File: src/verilog/digipot_pkg.sv
// Purpose: Shared constants, types and saturating helpers for the digipot command decoder
// Assumes: Dual-channel build, 16-bit serial word, 8-bit wiper, 16 stored locations
// Notes: All timing is counted in cycles of the 100 MHz system clock
package digipot_pkg;

    localparam int WORD_W = 16;
    localparam int CMD_W = 4;
    localparam int ADDR_W = 4;
    localparam int DATA_W = 8;
    localparam int CMD_MSB = 15;
    localparam int ADDR_MSB = 11;
    localparam int DATA_MSB = 7;
    localparam int NUM_WIPERS = 2;
    localparam int WIDX_W = 1;
    localparam int NV_DEPTH = 16;
    localparam int CNT_W = 5;
    localparam logic [CNT_W-1:0] FULL_COUNT = 5'h10;
    localparam logic [DATA_W-1:0] NV_RESET = 8'h80;
    localparam logic [DATA_W-1:0] ALL_ONES = 8'hff;
    localparam logic [DATA_W-1:0] ALL_ZEROS = 8'h00;
    localparam logic [ADDR_W-1:0] RELOAD_ADDR = 4'h0;

    // Nonvolatile save time and its cycle count, rounded up
    localparam int SAVE_TIME_NS = 20200000;
    localparam int CLK_PERIOD_NS = 10;
    localparam int SAVE_CYCLES = (SAVE_TIME_NS + CLK_PERIOD_NS - 1) / CLK_PERIOD_NS;
    localparam int TIMER_W = 22;

    typedef enum logic [CMD_W-1:0] {
        CMD_IDLE = 4'h0,
        CMD_NV_TO_WIPER = 4'h1,
        CMD_SAVE_WIPER = 4'h2,
        CMD_NV_WRITE = 4'h3,
        CMD_SHR_ONE = 4'h4,
        CMD_SHR_ALL = 4'h5,
        CMD_DEC_ONE = 4'h6,
        CMD_DEC_ALL = 4'h7,
        CMD_RELOAD_ALL = 4'h8,
        CMD_READ_NV = 4'h9,
        CMD_READ_WIPER = 4'ha,
        CMD_WIPER_WRITE = 4'hb,
        CMD_SHL_ONE = 4'hc,
        CMD_SHL_ALL = 4'hd,
        CMD_INC_ONE = 4'he,
        CMD_INC_ALL = 4'hf
    } cmd_t;

    typedef enum logic [1:0] {
        ST_SWEEP = 2'b00,
        ST_IDLE = 2'b01
    } state_t;

    function automatic logic [DATA_W-1:0] sat_inc(input logic [DATA_W-1:0] v);
        sat_inc = (v == ALL_ONES) ? v : v + 8'h01;
    endfunction : sat_inc

    function automatic logic [DATA_W-1:0] sat_dec(input logic [DATA_W-1:0] v);
        sat_dec = (v == ALL_ZEROS) ? v : v - 8'h01;
    endfunction : sat_dec

    // Ones fill from the bottom so the shift climbs to all ones
    function automatic logic [DATA_W-1:0] sat_shl(input logic [DATA_W-1:0] v);
        sat_shl = {v[DATA_W-2:0], 1'b1};
    endfunction : sat_shl

    function automatic logic [DATA_W-1:0] sat_shr(input logic [DATA_W-1:0] v);
        sat_shr = {1'b0, v[DATA_W-1:1]};
    endfunction : sat_shr

endpackage : digipot_pkg

File: src/verilog/digipot_ifs.sv
// Purpose: Carriers between the decoder, the serial shifter and the stored-value array
// Assumes: All signals on the system clock
// Notes: Handshakes are single-cycle pulses
interface ser_if;
    logic [digipot_pkg::WORD_W-1:0] word;
    logic word_valid;
    logic load;
    logic [digipot_pkg::DATA_W-1:0] load_data;
    logic lock;
    modport shifter (output word, output word_valid, input load, input load_data, input lock);
    modport decoder (input word, input word_valid, output load, output load_data, output lock);
endinterface : ser_if

interface nv_if;
    logic [digipot_pkg::ADDR_W-1:0] rd_addr;
    logic [digipot_pkg::DATA_W-1:0] rd_data;
    logic wr_en;
    logic [digipot_pkg::ADDR_W-1:0] wr_addr;
    logic [digipot_pkg::DATA_W-1:0] wr_data;
    logic busy;
    modport store (input rd_addr, output rd_data, input wr_en, input wr_addr, input wr_data,
        output busy);
    modport decoder (output rd_addr, input rd_data, output wr_en, output wr_addr,
        output wr_data, input busy);
endinterface : nv_if

File: src/verilog/serial_word_shifter.sv
// Purpose: Serial input shift register with readback load and open-drain serial out
// Assumes: Clock-low idle serial mode, pins asynchronous to CLK, SCLK well below CLK/4
// Notes: A word is handed on only if exactly sixteen bits arrived while selected
module serial_word_shifter
    import digipot_pkg::*;
(
    input wire logic clk,
    input wire logic rst,
    input wire logic sclk_pin,
    input wire logic cs_n_pin,
    input wire logic sdi_pin,
    ser_if.shifter ser,
    output logic sdo_oe
);
    logic sclk_s1_ff, sclk_s2_ff, sclk_s3_ff;
    logic cs_s1_ff, cs_s2_ff, cs_s3_ff;
    logic sdi_s1_ff, sdi_s2_ff;
    logic [WORD_W-1:0] shift_ff;
    logic [CNT_W-1:0] cnt_ff;
    logic sdo_oe_ff;
    logic sclk_rise, cs_rise, cs_fall;

    always_ff @(posedge clk or posedge rst) begin
        if (rst) begin
            sclk_s1_ff <= 1'b0;
            sclk_s2_ff <= 1'b0;
            sclk_s3_ff <= 1'b0;
            cs_s1_ff <= 1'b1;
            cs_s2_ff <= 1'b1;
            cs_s3_ff <= 1'b1;
            sdi_s1_ff <= 1'b0;
            sdi_s2_ff <= 1'b0;
        end else begin
            sclk_s1_ff <= sclk_pin;
            sclk_s2_ff <= sclk_s1_ff;
            sclk_s3_ff <= sclk_s2_ff;
            cs_s1_ff <= cs_n_pin;
            cs_s2_ff <= cs_s1_ff;
            cs_s3_ff <= cs_s2_ff;
            sdi_s1_ff <= sdi_pin;
            sdi_s2_ff <= sdi_s1_ff;
        end
    end

    assign sclk_rise = sclk_s2_ff && !sclk_s3_ff;
    assign cs_rise = cs_s2_ff && !cs_s3_ff;
    assign cs_fall = !cs_s2_ff && cs_s3_ff;

    // Shifting is frozen while a save runs
    always_ff @(posedge clk or posedge rst) begin
        if (rst) begin
            shift_ff <= '0;
        end else if (ser.load) begin
            shift_ff[DATA_MSB:0] <= ser.load_data;
        end else if (sclk_rise && !cs_s2_ff && !ser.lock) begin
            shift_ff <= {shift_ff[WORD_W-2:0], sdi_s2_ff};
        end
    end

    always_ff @(posedge clk or posedge rst) begin
        if (rst) begin
            cnt_ff <= '0;
        end else if (cs_fall) begin
            cnt_ff <= '0;
        end else if (sclk_rise && !cs_s2_ff && !ser.lock && cnt_ff != 5'h1f) begin
            cnt_ff <= cnt_ff + 5'h01;
        end
    end

    // Previous word leaves at the top as the new one enters
    always_ff @(posedge clk or posedge rst) begin
        if (rst) begin
            sdo_oe_ff <= 1'b0;
        end else begin
            sdo_oe_ff <= !cs_s2_ff && !shift_ff[WORD_W-1];
        end
    end

    assign sdo_oe = sdo_oe_ff;
    assign ser.word = shift_ff;
    assign ser.word_valid = cs_rise && (cnt_ff == FULL_COUNT);
endmodule : serial_word_shifter

File: src/verilog/nv_store.sv
// Purpose: Stored wiper and user values with a timed save window
// Assumes: One write at a time; writes while busy are dropped by the caller
// Notes: SYS_RST stands in for first power-up and fills every location with midscale
module nv_store
    import digipot_pkg::*;
#(
    parameter int SAVE_CYC = SAVE_CYCLES
)
(
    input wire logic clk,
    input wire logic rst,
    nv_if.store nv
);
    logic [DATA_W-1:0] mem_ff [NV_DEPTH];
    logic [TIMER_W-1:0] timer_ff;

    always_ff @(posedge clk or posedge rst) begin
        if (rst) begin
            for (int i = 0; i < NV_DEPTH; i++) begin
                mem_ff[i] <= NV_RESET;
            end
        end else if (nv.wr_en && timer_ff == '0) begin
            mem_ff[nv.wr_addr] <= nv.wr_data;
        end
    end

    // Models the programming time; the array is updated at its start
    always_ff @(posedge clk or posedge rst) begin
        if (rst) begin
            timer_ff <= '0;
        end else if (nv.wr_en && timer_ff == '0) begin
            timer_ff <= TIMER_W'(SAVE_CYC);
        end else if (timer_ff != '0) begin
            timer_ff <= timer_ff - 22'h000001;
        end
    end

    assign nv.busy = (timer_ff != '0);
    assign nv.rd_data = mem_ff[nv.rd_addr];
endmodule : nv_store

File: src/verilog/digipot_command_decoder.sv
// Purpose: Executes the sixteen serial commands of a dual nonvolatile digital potentiometer
// Assumes: Serial pins asynchronous to CLK; host waits for ready after saves and reloads
// Notes: Open-drain pins are driven low only while their enable is high
module digipot_command_decoder
    import digipot_pkg::*;
#(
    parameter int SAVE_CYC = SAVE_CYCLES
)
(
    input wire logic CLK,
    input wire logic SYS_RST,
    input wire logic SCLK,
    input wire logic CS_N,
    input wire logic SDI,
    input wire logic WP_N,
    output logic SDO_O,
    output logic SDO_OE,
    output logic RDY_O,
    output logic RDY_OE,
    output logic [digipot_pkg::NUM_WIPERS*digipot_pkg::DATA_W-1:0] WIPER_POS
);
    import digipot_pkg::*;

    ser_if ser();
    nv_if nv();

    logic wp_s1_ff, wp_s2_ff;
    state_t state_ff, nxt_state;
    logic [WIDX_W-1:0] sweep_ff, nxt_sweep;
    logic [DATA_W-1:0] wiper_ff [NUM_WIPERS];
    logic [DATA_W-1:0] nxt_wiper [NUM_WIPERS];
    logic rdy_oe_ff;
    cmd_t cmd;
    logic [ADDR_W-1:0] addr;
    logic [DATA_W-1:0] data;
    logic [WIDX_W-1:0] widx;
    logic sel_ok, wr_ok, exec;

    serial_word_shifter u_shifter (
        .clk(CLK),
        .rst(SYS_RST),
        .sclk_pin(SCLK),
        .cs_n_pin(CS_N),
        .sdi_pin(SDI),
        .ser(ser.shifter),
        .sdo_oe(SDO_OE)
    );

    nv_store #(.SAVE_CYC(SAVE_CYC)) u_store (
        .clk(CLK),
        .rst(SYS_RST),
        .nv(nv.store)
    );

    always_ff @(posedge CLK or posedge SYS_RST) begin
        if (SYS_RST) begin
            wp_s1_ff <= 1'b1;
            wp_s2_ff <= 1'b1;
        end else begin
            wp_s1_ff <= WP_N;
            wp_s2_ff <= wp_s1_ff;
        end
    end

    assign cmd = cmd_t'(ser.word[CMD_MSB -: CMD_W]);
    assign addr = ser.word[ADDR_MSB -: ADDR_W];
    assign data = ser.word[DATA_MSB:0];
    assign widx = addr[WIDX_W-1:0];
    assign sel_ok = (addr < ADDR_W'(NUM_WIPERS));
    assign wr_ok = wp_s2_ff;
    assign exec = ser.word_valid && (state_ff == ST_IDLE) && !nv.busy;
    assign ser.lock = nv.busy;
    assign nv.rd_addr = (state_ff == ST_SWEEP) ? ADDR_W'(sweep_ff) : addr;
    assign nv.wr_addr = addr;

    always_comb begin
        nxt_state = state_ff;
        nxt_sweep = sweep_ff;
        for (int i = 0; i < NUM_WIPERS; i++) begin
            nxt_wiper[i] = wiper_ff[i];
        end
        nv.wr_en = 1'b0;
        nv.wr_data = '0;
        ser.load = 1'b0;
        ser.load_data = '0;
        case (state_ff)
            ST_SWEEP: begin
                nxt_wiper[sweep_ff] = nv.rd_data;
                if (sweep_ff == WIDX_W'(NUM_WIPERS - 1)) begin
                    nxt_state = ST_IDLE;
                end else begin
                    nxt_sweep = sweep_ff + 1'b1;
                end
            end
            ST_IDLE: begin
                if (exec) begin
                    case (cmd)
                        CMD_IDLE: begin
                            nxt_state = ST_IDLE;
                        end
                        CMD_NV_TO_WIPER: begin
                            if (sel_ok) begin
                                nxt_wiper[widx] = nv.rd_data;
                            end
                        end
                        CMD_SAVE_WIPER: begin
                            if (sel_ok && wr_ok) begin
                                nv.wr_en = 1'b1;
                                nv.wr_data = wiper_ff[widx];
                            end
                        end
                        CMD_NV_WRITE: begin
                            if (wr_ok) begin
                                nv.wr_en = 1'b1;
                                nv.wr_data = data;
                            end
                        end
                        CMD_SHR_ONE: begin
                            if (sel_ok && wr_ok) begin
                                nxt_wiper[widx] = sat_shr(wiper_ff[widx]);
                            end
                        end
                        CMD_DEC_ONE: begin
                            if (sel_ok && wr_ok) begin
                                nxt_wiper[widx] = sat_dec(wiper_ff[widx]);
                            end
                        end
                        CMD_SHL_ONE: begin
                            if (sel_ok && wr_ok) begin
                                nxt_wiper[widx] = sat_shl(wiper_ff[widx]);
                            end
                        end
                        CMD_INC_ONE: begin
                            if (sel_ok && wr_ok) begin
                                nxt_wiper[widx] = sat_inc(wiper_ff[widx]);
                            end
                        end
                        CMD_SHR_ALL, CMD_DEC_ALL, CMD_SHL_ALL, CMD_INC_ALL: begin
                            for (int i = 0; i < NUM_WIPERS; i++) begin
                                if (wr_ok) begin
                                    case (cmd)
                                        CMD_SHR_ALL: nxt_wiper[i] = sat_shr(wiper_ff[i]);
                                        CMD_DEC_ALL: nxt_wiper[i] = sat_dec(wiper_ff[i]);
                                        CMD_SHL_ALL: nxt_wiper[i] = sat_shl(wiper_ff[i]);
                                        default: nxt_wiper[i] = sat_inc(wiper_ff[i]);
                                    endcase
                                end
                            end
                        end
                        CMD_RELOAD_ALL: begin
                            if (addr == RELOAD_ADDR && wr_ok) begin
                                nxt_state = ST_SWEEP;
                                nxt_sweep = '0;
                            end
                        end
                        CMD_READ_NV: begin
                            ser.load = 1'b1;
                            ser.load_data = nv.rd_data;
                        end
                        CMD_READ_WIPER: begin
                            ser.load = 1'b1;
                            ser.load_data = sel_ok ? wiper_ff[widx] : ALL_ZEROS;
                        end
                        CMD_WIPER_WRITE: begin
                            if (sel_ok && wr_ok) begin
                                nxt_wiper[widx] = data;
                            end
                        end
                        default: begin
                            nxt_state = ST_IDLE;
                        end
                    endcase
                end
            end
            default: begin
                nxt_state = ST_IDLE;
            end
        endcase
    end

    // Reset starts in the sweep so wipers come up from the store
    always_ff @(posedge CLK or posedge SYS_RST) begin
        if (SYS_RST) begin
            state_ff <= ST_SWEEP;
            sweep_ff <= '0;
        end else begin
            state_ff <= nxt_state;
            sweep_ff <= nxt_sweep;
        end
    end

    always_ff @(posedge CLK or posedge SYS_RST) begin
        if (SYS_RST) begin
            for (int i = 0; i < NUM_WIPERS; i++) begin
                wiper_ff[i] <= ALL_ZEROS;
            end
        end else begin
            for (int i = 0; i < NUM_WIPERS; i++) begin
                wiper_ff[i] <= nxt_wiper[i];
            end
        end
    end

    // Ready is pulled low through saves and reload sweeps
    always_ff @(posedge CLK or posedge SYS_RST) begin
        if (SYS_RST) begin
            rdy_oe_ff <= 1'b1;
        end else begin
            rdy_oe_ff <= nv.busy || nv.wr_en || (nxt_state == ST_SWEEP);
        end
    end

    assign RDY_OE = rdy_oe_ff;
    assign RDY_O = 1'b0;
    assign SDO_O = 1'b0;

    generate
        for (genvar g = 0; g < NUM_WIPERS; g++) begin : g_pos
            assign WIPER_POS[g*DATA_W +: DATA_W] = wiper_ff[g];
        end
    endgenerate

    property p_idle_word;
        @(posedge CLK) disable iff (SYS_RST)
        exec && cmd == CMD_IDLE |=> $stable(wiper_ff[0]) && $stable(wiper_ff[1]) && !nv.busy;
    endproperty
    a_idle_word: assert property (p_idle_word) else $error("idle command changed state");

    property p_inc;
        @(posedge CLK) disable iff (SYS_RST)
        exec && cmd == CMD_INC_ONE && sel_ok && wr_ok
            |=> wiper_ff[$past(widx)] == sat_inc($past(wiper_ff[widx]));
    endproperty
    a_inc: assert property (p_inc) else $error("increment result wrong");

    property p_dec_floor;
        @(posedge CLK) disable iff (SYS_RST)
        exec && cmd == CMD_DEC_ALL && wr_ok && wiper_ff[0] == ALL_ZEROS
            |=> wiper_ff[0] == ALL_ZEROS;
    endproperty
    a_dec_floor: assert property (p_dec_floor) else $error("decrement wrapped");

    property p_shl_top;
        @(posedge CLK) disable iff (SYS_RST)
        exec && cmd == CMD_SHL_ALL && wr_ok && wiper_ff[1] == ALL_ONES
            |=> wiper_ff[1] == ALL_ONES;
    endproperty
    a_shl_top: assert property (p_shl_top) else $error("left shift passed all ones");

    property p_write;
        @(posedge CLK) disable iff (SYS_RST)
        exec && cmd == CMD_WIPER_WRITE && sel_ok && wr_ok
            |=> wiper_ff[$past(widx)] == $past(data);
    endproperty
    a_write: assert property (p_write) else $error("direct wiper write lost");

    property p_protect;
        @(posedge CLK) disable iff (SYS_RST)
        exec && !wr_ok && cmd != CMD_NV_TO_WIPER
            |=> $stable(wiper_ff[0]) && $stable(wiper_ff[1]) && state_ff == ST_IDLE;
    endproperty
    a_protect: assert property (p_protect) else $error("protected wiper changed");

    property p_save_busy;
        @(posedge CLK) disable iff (SYS_RST)
        exec && cmd == CMD_SAVE_WIPER && sel_ok && wr_ok
            |=> (nv.busy && ser.lock && RDY_OE) [*8];
    endproperty
    a_save_busy: assert property (p_save_busy) else $error("save did not hold off");

    property p_readback;
        @(posedge CLK) disable iff (SYS_RST)
        exec && cmd == CMD_READ_WIPER && sel_ok
            |=> ser.word[DATA_MSB:0] == $past(wiper_ff[widx]);
    endproperty
    a_readback: assert property (p_readback) else $error("wiper readback wrong");

    property p_reload;
        @(posedge CLK) disable iff (SYS_RST)
        exec && cmd == CMD_RELOAD_ALL && addr == RELOAD_ADDR && wr_ok
            |=> RDY_OE ##[1:2] state_ff == ST_IDLE ##1 !RDY_OE;
    endproperty
    a_reload: assert property (p_reload) else $error("reload sweep timing wrong");

    property p_quiet;
        @(posedge CLK) disable iff (SYS_RST)
        !exec && state_ff == ST_IDLE |=> $stable(wiper_ff[0]) && $stable(wiper_ff[1]);
    endproperty
    a_quiet: assert property (p_quiet) else $error("wiper moved between commands");

endmodule : digipot_command_decoder

File: config.mk
export PLATFORM = sky130hd
export DESIGN_NAME = digipot_command_decoder
export DESIGN_NICKNAME = d
export VERILOG_FILES = /design/src/verilog/digipot_pkg.sv /design/src/verilog/digipot_ifs.sv /design/src/verilog/serial_word_shifter.sv /design/src/verilog/nv_store.sv /design/src/verilog/digipot_command_decoder.sv
export SDC_FILE = /design/constraint.sdc
export NUM_CORES = 1
export LEC_CHECK = 0
export BUFFER_PORTS_ARGS = -buffer_cell sky130_fd_sc_hd__buf_4
export CELL_PAD_IN_SITES_DETAIL_PLACEMENT = 2
export CELL_PAD_IN_SITES_GLOBAL_PLACEMENT = 2
export CORE_MARGIN = 2
export CORE_UTILIZATION = 39
export DETAILED_ROUTE_END_ITERATION = 10
export GPL_ROUTABILITY_DRIVEN = 0
export GPL_TIMING_DRIVEN = 0
export HOLD_SLACK_MARGIN = 0.08
export PLACE_DENSITY_LB_ADDON = 0.1
export SLEW_MARGIN = 30
export SYNTH_ARGS = -nofsm -noshare
export SYNTH_HDL_FRONTEND = slang
export SYNTH_HIERARCHICAL = 1
export SYNTH_SLANG_ARGS = --single-unit
File: constraint.sdc
create_clock -name CLK -period 4.9 [get_ports CLK]
set_clock_uncertainty 0.15 [all_clocks]
set_input_delay 0.49 -clock CLK [delete_from_list [all_inputs] [get_ports CLK]]
set_output_delay 0.49 -clock CLK [all_outputs]
set_load 0.1 [all_outputs]
[After elaboration in Yosys (flattened, before gate mapping)]
Cells that the tools add are included.
Word-level totals
  bits in registers: 202
  input port bits: 6
  output and inout port bits: 20
  word-level logic and storage cells: 209
Cells by class
  $add $sub $neg: 9
  $lt $le $gt $ge: 8
  equal/unequal tests: 36
  multiplexer cells: 73
  bitwise operators: 5
  reduce and logical (&&, ||, !) cells: 42
Operators by type and width (count)
  $mux 8: 25
  $bwmux 128: 1
  $bwmux 16: 7
  $mux 16: 7
  $pmux 16 s7: 1
  $pmux 8 s3: 2
  $mux 22: 2
  $bmux 8 s4: 1
  $demux 8 s4: 1
  $eq 4x4->1 const B: 8
  $pmux 16 s2: 1
  $pmux 8 s2: 2
  $add 8x1->8 const B: 3
  $eq 8x8->1 const B: 3
  $logic_not 8->1: 3
  $reduce_and 12->1: 2
  $sub 8x1->8 const B: 3
  $logic_not 22->1: 1
  $reduce_bool 22->1: 1
  $sub 22x1->22 const B: 1
  $ne 3x3->1 const B: 7
  $demux 8 s1: 2
  $eq 4x3->1 const B: 4
  $logic_and 1x1->1: 16
  other kinds (35): 69

[Longest topological paths before layout]
Gate-level depths: netlist (run 1).
  depth after elaboration: 11
  depth in mapped cells: 15
  gate-level depth less buffers: 12

[Hierarchy]
The synthesis (run 1) kept the hierarchy.
Modules (own cells, without submodules)
  nv_store: times used 1, cells an instance 478, area each 7359.6 um2, seq. area each 3773.6 um2
  digipot_command_decoder: times used 1, cells an instance 582, area each 4120.2 um2, seq. area each 554.3 um2
  serial_word_shifter: times used 1, cells an instance 97, area each 1216.2 um2, seq. area each 754.5 um2

[Worst setup path before layout (run 1)]
Ideal clock, no wire load.
  path type: flip-flop to flip-flop
  from: register u_shifter.shift_ff[8] (netlist: u_shifter/ser.word[8])
  to: register wiper_ff (netlist bit WIPER_POS[0])
  library setup time: 120 ps
  arrival time: 3653 ps
  data required time: 4630 ps
  slack: 977 ps
  cell stages (with the launch flop): 16
  buffers on the path: 6
  cells stage by stage: dfrtp_1 buf_6 buf_8 buf_6 inv_2 clkbuf_1 o21ai_0 clkbuf_1 buf_2 mux4_2 mux4_2 a221oi_1 nand2_1 a221oi_1 and3_1 nor3_1
Between the ends
  elaborated cells on any way between the ends: 45
  classes of those cells: 2 x add/sub; 3 x order compare; 7 x eq/ne; 27 x mux; 2 x bitwise; 4 x reduce/logical
RTL lines
  from (decl): RTL line serial_word_shifter.sv:18  | logic [WORD_W-1:0] shift_ff;
  from (signal, indexed assignment): RTL line serial_word_shifter.sv:54  | shift_ff[DATA_MSB:0] <= ser.load_data;
  from (signal assigned): RTL line serial_word_shifter.sv:56  | shift_ff <= {shift_ff[WORD_W-2:0], sdi_s2_ff};
  $mux 4 *: RTL line digipot_command_decoder.sv:73  | assign nv.rd_addr = (state_ff == ST_SWEEP) ? ADDR_W'(sweep_ff) : addr;
  named net nv.rd_addr, one bit: RTL line digipot_ifs.sv:15  | logic [digipot_pkg::ADDR_W-1:0] rd_addr;
  $not 4->5 (not written as such) *: RTL line nv_store.sv:39  | assign nv.rd_data = mem_ff[nv.rd_addr];
  $bmux 8 s4 *: RTL line nv_store.sv:39
  $mux 8 (not written as such) * (2 in a row): RTL line nv_store.sv:39
  named net nv.rd_data, one bit: RTL line digipot_ifs.sv:16  | logic [digipot_pkg::DATA_W-1:0] rd_data;
  $bwmux 16: RTL line digipot_command_decoder.sv:103  | nxt_wiper[widx] = nv.rd_data;
  $mux 16: RTL line digipot_command_decoder.sv:102  | if (sel_ok) begin
  $pmux 16 s7: RTL line digipot_command_decoder.sv:97  | case (cmd)
  $mux 16: RTL line digipot_command_decoder.sv:96  | if (exec) begin
  $pmux 16 s2 *: RTL line digipot_command_decoder.sv:86  | case (state_ff)
  to (signal, indexed assignment): RTL line digipot_command_decoder.sv:199  | wiper_ff[i] <= nxt_wiper[i];
  to (decl): RTL line digipot_command_decoder.sv:30  | logic [DATA_W-1:0] wiper_ff [NUM_WIPERS];
The timed path passes the listed nets; every way through them passes the cells marked *. The select of a mux whose other input is x is not followed.
A chain may end at the register's enable or synchronous reset.

[Final worst setup path (run 1)]
  from: register u_shifter.shift_ff[8] (netlist: u_shifter/ser.word[8])
  to: register wiper_ff (netlist bit WIPER_POS[11])
The elaborated chain is that of the path after synthesis.

==> key figures, run 1 <==
Run status
  • Status: complete, no violations

Die
  • Die W: 184 µm
  • Chip Height: 184 µm
  • Starting density of the core: 0.393
  • Boundary Pins: 26
  • Die area: 34000 µm²
  • Row cnt: 66
  • Core Area: 32300 µm²

Clock network
  • TritonCTS clock tree: built
  • Reg clk slew, reported paths: 60 ps
  • CTS Buffer Depth: 3
  • Num Clock Sinks: 202
  • Root buffer cell: clkbuf_16
  • Worst skew pair latency: 550 ps
  • TritonCTS buffer count: 25
  • # H-tree levels: 1
  • Post-CTS setup repair buffer count: 0

Setup path
  • CP startpoint kind: register
  • Worst-path maximum fanout: 11
  • Worst R2R End: WIPER_POS[11]$_DFFE_PP0P_
  • Reg2reg setup slack: 120 ps
  • Worst path arrival time: 5040 ps
  • Worst R2R Start: u_shifter/ser.word[8]$_DFFE_PP0P_
  • Worst R2R Path Depth: 14
  • Critical path class: register to register
  • Req. time, crit path: 5160 ps
  • Worst Setup End Kind: register

Global routing
  • GRT Total Usage: 0.279
  • Maximum number of pins on one net before global-route repair: 81
  • Initial antenna violation count: 0
  • GRT busiest layer: met2
  • Global-route wire length before repair: 71.3 mm
  • Total gr overflow: 0
  • Vias in the first global route: 11131
  • M1 GR Usage: 0.352
  • GR Util met2: 0.478
  • Met3 usage: 0.0371

Route
  • 1st-pass router iterations: 5
  • Antenna-violating nets left: 0
  • Drt wl/cell: 27.6 µm
  • Via-per-instance ratio: 6.09
  • DRC violation total after the first TritonRoute iteration: 594
  • Total Wirelength: 46.2 mm
  • DR vias: 10207
  • Residual DRC: 0

Placement
  • Port Buffers: 23
  • Post-DP HPWL: 33.5 mm
  • Place WS: -654 ps

Final layout
  • Final net count: 1231
  • Fin util: 0.448
  • Share of cells above drive strength 1: 0.304
  • N_diodes: 0
  • Most common cell after layout, fill and taps aside: dfrtp_1
  • Layout area overhead: 14.0%
  • Commonest non-fill, non-tap cells in the layout: dfrtp_1, mux2_2, nor2_1

Worst hold path
  • Hold Path Depth: 0
  • Hold Crit Class: register to register
  • Min-Delay Startpoint: u_shifter/sdi_s1_ff$_DFF_PP0_
  • WHS Endpoint: u_shifter/sdi_s2_ff$_DFF_PP0_

STA
  • FMAX: 209 MHz
  • RSZ-0062 raised after global routing: no
  • Final hold violations: 0
  • Slew Limit Fails: 0
  • Final setup viols: 0
  • Slew Limit Headroom: 0.380
  • Measured slew at the worst slew-check pin: 912 ps
  • Setup WS post-layout: 117 ps
  • Final clock period utilization by the worst path: 0.976
  • Post-route minimum period: 4780 ps

Logic synthesis
  • Synthesis Warnings: 6
  • Synthesized area: 12700 µm²
  • Synth unique cells: 99
  • Ys flop type: dfrtp_1
  • Post-synthesis sequential area ratio: 0.400
  • Flops & latches, synth: 202
  • Avg Cell Area, Syn: 11.0 µm²
  • Asr flop ratio synth: 1.00
  • Post-synth EDFFs: 0
  • Post-Synthesis Cells: 1157

Power and ir drop
  • Pleak: 0.00614 µW
  • Cell Pwr Density: 523 nW/µm²
  • Worst VDD drop: 0.611 mV

Job
  • Max-cap viol count: 0
## timing repair
item / CTS / global route
hold buffers: 5 / 0
pin swaps: 0 / 0
hold endpoints to repair: 136 / 0
gates resized for setup: 7 / 5
setup endpoints to repair: 15 / 116
## per-layer routing
metal  up-vias  share of wire
li1       4456              -
met1      5374           0.42
met2       273           0.49
met3       104          0.039
met4         0          0.048
met5         -              0
## cells in the mapped netlist, types with 18 or more instances
cell        n  area (µm²)
a21oi_1    66         330
a22oi_1    24         180
buf_2      32         160
clkbuf_1   37         139
dfrtp_1   180        4500
dfstp_2    22         578
inv_1      20        75.1
mux2_2    125        1410
mux2i_1    25         250
mux4_2     40         901
nand2_1    59         221
nand3_1    23         115
nor2_1     86         323
nor3_1     25         125
o21ai_0    46         230
xnor2_1    18         158
## critical path, cell delays in order, from the launching register on
cell      delay [ps]
dfrtp_2          510
buf_6            230
buf_8            180
buf_6            180
inv_2             60
clkbuf_1         280
o21ai_0          260
clkbuf_4         280
buf_6            240
mux4_2           560
mux4_2           610
a21oi_1          280
o31ai_1          230
o31ai_2          450
a21oi_1          120
## through the flow
step           TNS (ps)  power (µW)  std cells  cell area, µm²  hold WS, ps
2_1_floorplan         0        4740       1159           12700          181
3_3_place_gp    -233180        5470       1624           13400          186
3_5_place_dp      -2950        5610       1626           13500          189
4_1_cts               0        7640       1675           14500          209
5_1_grt               0        8060       1675           14500          217
6_report              0        7580       1675           14500          203
## worst max-delay path by stage
stage / start / endpoint
final: u_shifter/ser.word[8]$_DFFE_PP0P_ / WIPER_POS[11]$_DFFE_PP0P_
after global routing: u_store/timer_ff[0]$_DFFE_PP0P_ / u_store/mem_ff[10]$_DFFE_PP0P_
after CTS: u_shifter/ser.word[8]$_DFFE_PP0P_ / WIPER_POS[11]$_DFFE_PP0P_
after detailed placement: u_shifter/ser.word[8]$_DFFE_PP0P_ / WIPER_POS[11]$_DFFE_PP0P_
after global placement: SYS_RST / u_store/mem_ff[53]$_DFFE_PP0P_
after floorplan: SYS_RST / u_store/mem_ff[0]$_DFFE_PP0P_
## cells by family after synthesis
kind of cell	Yosys count	share of synthesized area
other	1	0.000295
buffers and inverters	113	0.0440
xor gates and xnor gates	28	0.0193
AOI/OAI and AO/OA	256	0.134
and+or+nand+nor	333	0.163
DFF	202	0.400
muxes	215	0.230
adders and majority gates	9	0.00887
## final cells by class
| type | instances | area (µm²) |
|---|---|---|
| fillers | 3350 | 17800 |
| multi-input cells | 844 | 7100 |
| flip-flops and latches | 202 | 5080 |
| clock buffers | 35 | 733 |
| well taps | 442 | 553 |
| plain buffers | 91 | 493 |
| repair buffers | 30 | 278 |
| clock inverters | 9 | 145 |
| inverters | 22 | 90.1 |
## state kept, by name, indices dropped and copies added, names as in the netlist, 2 cells and up
name and cells:
u_store/mem_ff 128, state_ff 2, u_shifter/cnt_ff 5, u_store/timer_ff 22, u_shifter/ser.word 16, WIPER_POS 16
## where the power goes
part           total, µW  internal (µW)  switching [µW]
sequential          2060           1860             196
combinational       3560           1400            2160
clock               1960           1200             755
(Power assumes the default switching activity.)
==> run 2: changes to the inputs <==
--- a/config.mk
+++ b/config.mk
@@ -9,7 +9,7 @@
 export CELL_PAD_IN_SITES_DETAIL_PLACEMENT = 2
 export CELL_PAD_IN_SITES_GLOBAL_PLACEMENT = 2
 export CORE_MARGIN = 2
-export CORE_UTILIZATION = 39
+export CORE_UTILIZATION = 43
 export DETAILED_ROUTE_END_ITERATION = 10
 export GPL_ROUTABILITY_DRIVEN = 0
 export GPL_TIMING_DRIVEN = 0
==> constraint.sdc (replaced) <==
create_clock -name CLK -period 5.3 [get_ports CLK]
set_clock_uncertainty 0.15 [all_clocks]
set_input_delay 0.53 -clock CLK [delete_from_list [all_inputs] [get_ports CLK]]
set_output_delay 0.53 -clock CLK [all_outputs]
set_load 0.1 [all_outputs]
==> run 2 against run 1 <==
Against the previous run:
- clock power barely moved
- die area fell by 9.1%
- setup slack got worse by 15 ps
- sequential share of layout area rose by 0.19 points
- largest cell class unchanged
==> key figures, run 2 (synthesis results as in run 1) <==
Setup path
  • Crit path launch: u_shifter/ser.word[8]$_DFFE_PP0P_
  • Worst R2R End: WIPER_POS[11]$_DFFE_PP0P_
  • CP max stage cell: dfrtp_1
  • Worst setup path endpoint: WIPER_POS[11]$_DFFE_PP0P_
  • Max stage delay on crit path: 590 ps (-20 ps)
  • Crit-path cells: buf_6 > buf_8 > buf_6 > inv_2 > clkbuf_1 > o21ai_0 > clkbuf_2 > buf_4 > mux4_2 > mux4_2 > a21oi_1 > o31ai_1 > o31ai_1 > a21oi_1
  • Critical path class: register to register
  • Reg2reg setup slack: 100 ps (-20 ps)
  • Req. time, crit path: 5560 ps (+400 ps)
  • Worst R2R Start: u_shifter/ser.word[8]$_DFFE_PP0P_
  • Worst Setup End Kind: register
  • Worst-path maximum fanout: 11 (unchanged)
  • Worst R2R Path Depth: 14 (unchanged)
  • Worst path arrival time: 5460 ps (+420 ps)
  • CP startpoint kind: register

Route
  • 1st-pass router iterations: 5 (unchanged)
  • DR vias: 10393 (+1.8%)
  • DRC violation total after the first TritonRoute iteration: 858 (+44%)
  • Total Wirelength: 49.2 mm (+6.6%)
  • Residual DRC: 0 (unchanged)
  • Via-per-instance ratio: 6.42 (+5.4%)
  • Drt wl/cell: 30.4 µm (+10%)
  • Antenna-violating nets left: 0 (unchanged)

Global routing
  • Total gr overflow: 0 (unchanged)
  • Maximum number of pins on one net before global-route repair: 83 (+2.5%)
  • Vias in the first global route: 11584 (+4.1%)
  • Initial antenna violation count: 0 (unchanged)
  • Global-route wire length before repair: 75.8 mm (+6.4%)
  • GRT Total Usage: 0.326 (+0.0474)

Placement
  • Post-DP HPWL: 33.7 mm (+0.40%)
  • Port Buffers: 23 (unchanged)
  • Placed Cells: 1567 (-3.6%)

Final layout
  • Commonest non-fill, non-tap cells in the layout: dfrtp_1, mux2_2, nor2_1
  • Top Registers: u_store/mem_ff: 128 flops, u_store/timer_ff: 22 flops
  • Post-Layout Cell Count: 1618 (-3.4%)
  • N_diodes: 0 (unchanged)
  • Most common cell after layout, fill and taps aside: dfrtp_1
  • Number of flip-flops in the largest register: 128 (unchanged)
  • Layout area overhead: 13.4%
  • Share of cells above drive strength 1: 0.301 (-0.00268)
  • Final net count: 1230 (-0.081%)
  • Largest register by flop count: u_store/mem_ff

Die
  • Core Area: 28900 µm² (-11%)
  • Die area: 30900 µm² (-9.1%)
  • Boundary Pins: 26 (unchanged)
  • Starting density of the core: 0.440 (+0.0467)
  • Die W: 176 µm (-4.7%)
  • Chip Height: 176 µm (-4.7%)
  • Row cnt: 62 (-6.1%)

Worst hold path
  • Hold Crit Class: register to register

Power and ir drop
  • Final Total Pwr: 7300 µW (-3.6%)
  • Cell Pwr Density: 507 nW/µm² (-3.1%)
  • Worst VDD drop: 0.397 mV (-35%)
  • Pleak: 0.00614 µW (about the same)

Clock network
  • TritonCTS buffer count: 25 (unchanged)
  • Reg clk slew, reported paths: 70 ps (about the same)
  • Num Clock Sinks: 202 (unchanged)
  • # H-tree levels: 1 (unchanged)
  • Post-CTS setup repair buffer count: 0 (unchanged)
  • TritonCTS clock tree: built
  • Worst skew pair latency: 550 ps (about the same)
  • CTS Buffer Depth: 3 (unchanged)
  • Root buffer cell: clkbuf_16

STA
  • Final setup viols: 0 (unchanged)
  • Final hold violations: 0 (unchanged)
  • FMAX: 192 MHz (-8.0%)
  • Slew Limit Headroom: 0.382 (+0.00194)
  • Post-route minimum period: 5200 ps (+415 ps)
  • Measured slew at the worst slew-check pin: 924 ps (+11.7 ps)
  • Final clock period utilization by the worst path: 0.981 (+0.00469)
  • Worst hold slack: 207 ps (+3.99 ps)
  • RSZ-0062 raised after global routing: no
  • Slew Limit Fails: 0 (unchanged)

Job
  • Max-cap viol count: 0 (unchanged)

Run status
  • Status: complete, no violations
run 2: changes by cell type in the layout (fill, tap and decap cells not counted), sizes merged:
cell	delta
bufinv	+2
clkinvlp	+1
buf	-1
clkbuf	-2
clkinv	+1
run 2: worst min-delay path by stage:
stage | start | to | slack (ps) | cells after the start
after global routing | wp_s1_ff$_DFF_PP1_ | wp_s2_ff$_DFF_PP1_ | 210 | 0
after floorplan | u_shifter/sclk_s1_ff$_DFF_PP0_ | u_shifter/sclk_s2_ff$_DFF_PP0_ | 180 | 0
final | wp_s1_ff$_DFF_PP1_ | wp_s2_ff$_DFF_PP1_ | 210 | 0
after global placement | u_shifter/sclk_s1_ff$_DFF_PP0_ | u_shifter/sclk_s2_ff$_DFF_PP0_ | 180 | 0
after detailed placement | wp_s1_ff$_DFF_PP1_ | wp_s2_ff$_DFF_PP1_ | 200 | 0
after CTS | u_shifter/cs_s1_ff$_DFF_PP1_ | u_shifter/cs_s2_ff$_DFF_PP1_ | 210 | 0
run 2: what timing repair did:
action	4_1_cts	5_1_grt
resized for setup	3	2
endpoints found under the hold margin	118	0
hold buffers	5	0
setup endpoints to repair	2	3
run 2: per-layer routing:
metal	global-route usage	wire length, µm	vias up
met2	0.569	24800	344
met4	0.149	2590	0
met5	0	0	-
met1	0.403	19600	5457
li1	-	-	4448
met3	0.0452	2160	144
run 2: power breakdown:
part / leakage (µW) / total (µW) / internal (µW) / switching [µW]
Clock: 0.000450 / 1940 / 1190 / 749
Combinational: 0.00300 / 3460 / 1290 / 2170
Sequential: 0.00269 / 1900 / 1720 / 182
Total: 0.00614 / 7300 / 4200 / 3100
run 2: cell type report:
cell class | count | area (µm²)
fill | 2922 | 14500
multi-input combinational | 844 | 7090
sequential | 202 | 5080
clock buffer | 33 | 706
buffer | 91 | 483
tap | 384 | 480
timing repair buffer | 29 | 250
clock inverter | 13 | 220
inverter | 22 | 90.1
run 2: stage by stage:
stage / setup TNS, ps / area [µm²] / utilization / setup WS [ps]
floorplan: 0 / 12700 / - / 610
global route: 0 / 14400 / 0.499 / 5.21
detailed placement: -193 / 13400 / 0.464 / -112
global placement: -172190 / 13400 / 0.463 / -1300
CTS: 0 / 14400 / 0.498 / 33.5
finish: 0 / 14400 / 0.499 / 102
run 2: critical path, delay by kind of cell, from the launching register on:
family | cells | cell delay, ps
flops | 1 | 590
compound gates | 5 | 1520
buf+inv | 7 | 1590
mux | 2 | 1180
==> run 3: changes to the inputs <==
--- a/config.mk
+++ b/config.mk
@@ -9,7 +9,8 @@
 export CELL_PAD_IN_SITES_DETAIL_PLACEMENT = 2
 export CELL_PAD_IN_SITES_GLOBAL_PLACEMENT = 2
 export CORE_MARGIN = 2
-export CORE_UTILIZATION = 43
+export CORE_UTILIZATION = 45
+export CTS_BUF_LIST = sky130_fd_sc_hd__clkbuf_4 sky130_fd_sc_hd__clkbuf_8
 export DETAILED_ROUTE_END_ITERATION = 10
 export GPL_ROUTABILITY_DRIVEN = 0
 export GPL_TIMING_DRIVEN = 0
==> run 3 against run 2 <==
Against the previous run:
- clock power shrank 14%
- flip-flop and latch count is the same
- fmax shrank 1.5%
- hold slack gained 1.5 ps
- clock-buffer cell count grew 29
- sequential share of layout area grew 0.29 points
- critical path type unchanged
- largest power group unchanged
==> key figures, run 3 (synthesis results as in run 1) <==
Run status
  • Status: complete, no violations

Die
  • Boundary Pins: 26 (unchanged)
  • Core Area: 27800 µm² (-3.7%)
  • Chip Height: 172 µm (-2.2%)
  • Row cnt: 61 (-1.6%)
  • Starting density of the core: 0.457 (+0.0170)
  • Die area: 29600 µm² (-4.3%)
  • Die W: 172 µm (-2.2%)

Setup path
  • CP bufs+invs: 7 (unchanged)
  • Worst Setup End Kind: register
  • Critical path class: register to register
  • Worst-path maximum fanout: 11 (unchanged)
  • Worst R2R Start: u_shifter/ser.word[8]$_DFFE_PP0P_
  • Reg2reg setup slack: 20 ps (-80 ps)
  • CP max stage cell: dfrtp_1
  • Crit path launch: u_shifter/ser.word[8]$_DFFE_PP0P_
  • Worst path arrival time: 5530 ps (+70 ps)
  • Req. time, crit path: 5560 ps (about the same)
  • CP delay by family, top: buffers and inverters
  • Crit-path cells: buf_6 > buf_8 > buf_6 > inv_2 > clkbuf_1 > o21ai_0 > clkbuf_2 > buf_4 > mux4_2 > mux4_2 > a21oi_1 > o31ai_1 > o31ai_1 > a21oi_1
  • CP startpoint kind: register
  • Max stage delay on crit path: 610 ps (+20 ps)

Final layout
  • Largest register by flop count: u_store/mem_ff
  • Fin util: 0.514 (+0.0151)
  • Final net count: 1243 (+1.1%)
  • Most common cell after layout, fill and taps aside: dfrtp_1
  • N_diodes: 0 (unchanged)
  • Footprint of the multi-input gates: 7090 µm² (unchanged)
  • Fill cell count: 2878 (-1.5%)
  • Top Registers: u_store/mem_ff: 128 flops, u_store/timer_ff: 22 flops
  • Layout area overhead: 12.5%
  • Number of flip-flops in the largest register: 128 (unchanged)
  • Reg area: 5080 µm² (unchanged)
  • Share of cells above drive strength 1: 0.317 (+0.0157)
  • Commonest non-fill, non-tap cells in the layout: dfrtp_1, mux2_2, nor2_1

Global routing
  • Maximum number of pins on one net before global-route repair: 87 (+4.8%)
  • Total gr overflow: 0 (unchanged)
  • Vias in the first global route: 11910 (+2.8%)
  • Initial antenna violation count: 0 (unchanged)
  • Global-route wire length before repair: 79.0 mm (+4.3%)
  • GRT Total Usage: 0.364 (+0.0377)

Route
  • DR vias: 10706 (+3.0%)
  • Antenna-violating nets left: 0 (unchanged)
  • Via-per-instance ratio: 6.54 (+1.9%)
  • Residual DRC: 0 (unchanged)
  • Drt wl/cell: 32.0 µm (+5.2%)
  • 1st-pass router iterations: 5 (unchanged)
  • Total Wirelength: 52.3 mm (+6.4%)
  • DRC violation total after the first TritonRoute iteration: 862 (+0.47%)

Power and ir drop
  • Pleak: 0.00613 µW (-0.19%)
  • Cell Pwr Density: 497 nW/µm² (-2.0%)
  • Worst VDD drop: 0.519 mV (+31%)

Job
  • Max-cap viol count: 0 (unchanged)

STA
  • Post-route minimum period: 5280 ps (+77.1 ps)
  • Final setup viols: 0 (unchanged)
  • Final hold violations: 0 (unchanged)
  • Measured slew at the worst slew-check pin: 907 ps (-16.6 ps)
  • Setup TNS: 0 ps (unchanged)
  • Slew Limit Fails: 0 (unchanged)
  • Worst hold slack: 208 ps (+1.46 ps)
  • Setup WS post-layout: 24.7 ps (-77.1 ps)
  • FMAX: 190 MHz (-1.5%)
  • Slew Limit Headroom: 0.383 (+0.00135)
  • Final clock period utilization by the worst path: 0.995 (+0.0146)
  • RSZ-0062 raised after global routing: no

Clock network
  • Reg clk slew, reported paths: 60 ps (about the same)
  • # H-tree levels: 2 (+1)
  • TritonCTS buffer count: 38 (+52%)
  • Root buffer cell: clkbuf_8
  • Num Clock Sinks: 202 (unchanged)
  • Worst skew pair latency: 570 ps (+20 ps)
  • CTS Buffer Depth: 3 (unchanged)
  • TritonCTS clock tree: built

Placement
  • Post-DP HPWL: 34.6 mm (+2.7%)
  • Place WS: -130 ps (-18.6 ps)
  • Port Buffers: 23 (unchanged)

Worst hold path
  • Hold Crit Class: register to register
  • Min-Delay Startpoint: u_shifter/cs_s1_ff$_DFF_PP1_
run 3: cell count changes in the layout (fill, tap and decap cells not counted), sizes merged:
cell and delta:
clkbuf +30, bufinv -5, buf -2, clkinvlp -2, clkdlybuf4s15 +1, clkinv +1
inv +1
run 3: cell type report:
type | count | share of cell area
inverters | 22 | 0.00631
plain buffers | 91 | 0.0343
flip-flops and latches | 202 | 0.356
clock inverters | 8 | 0.00447
well taps | 378 | 0.0331
clock buffers | 62 | 0.0523
multi-input cells | 844 | 0.496
repair buffers | 29 | 0.0175
run 3: final timing paths:
path,depth (start not counted),to
max,14,WIPER_POS[11]$_DFFE_PP0P_
min,0,u_shifter/cs_s2_ff$_DFF_PP1_
max reg2reg,14,WIPER_POS[11]$_DFFE_PP0P_
min reg2reg,0,u_shifter/cs_s2_ff$_DFF_PP1_
max in group asynchronous,4,u_store/mem_ff[63]$_DFFE_PP1P_
min in group asynchronous,3,u_store/timer_ff[2]$_DFFE_PP0P_
run 3: repair_timing:
| item | 4_1_cts | 5_1_grt |
|---|---|---|
| hold buffers | 5 | 0 |
| buffers inserted | 0 | 0 |
| endpoints found under the hold margin | 114 | 0 |
| resized for setup | 4 | 1 |
| pin swaps | 0 | 0 |
| endpoints found under the setup margin | 3 | 2 |
run 3: where the power goes:
| group | leakage (µW) | switching, µW | internal [µW] |
|---|---|---|---|
| Clock | 0.000441 | 764 | 907 |
| Sequential | 0.00269 | 184 | 1720 |
| Combinational | 0.00299 | 2230 | 1290 |
run 3: routing by layer:
layer	up-vias	global-route usage	routed length, µm
li1	4499	-	-
met1	5638	0.437	20400
met2	382	0.644	26500
met3	187	0.0451	2380
met4	0	0.186	3040
met5	-	0	0
run 3: metrics by stage:
stage	total power [µW]	cell area (µm²)	cells
after detailed placement	5250	13400	1561
final	7100	14300	1636
after CTS	7060	14300	1636
after global routing	7440	14300	1636
after floorplan	4380	12700	1159
after global placement	5020	13300	1560
run 3: worst register-to-register path: stages (launching register included):
cell,delay (ps)
dfrtp_1,610
buf_6,250
buf_8,180
buf_6,190
inv_2,60
clkbuf_1,270
o21ai_0,290
clkbuf_2,350
buf_4,390
mux4_2,600
mux4_2,590
a21oi_1,290
o31ai_1,230
o31ai_1,520
a21oi_1,160
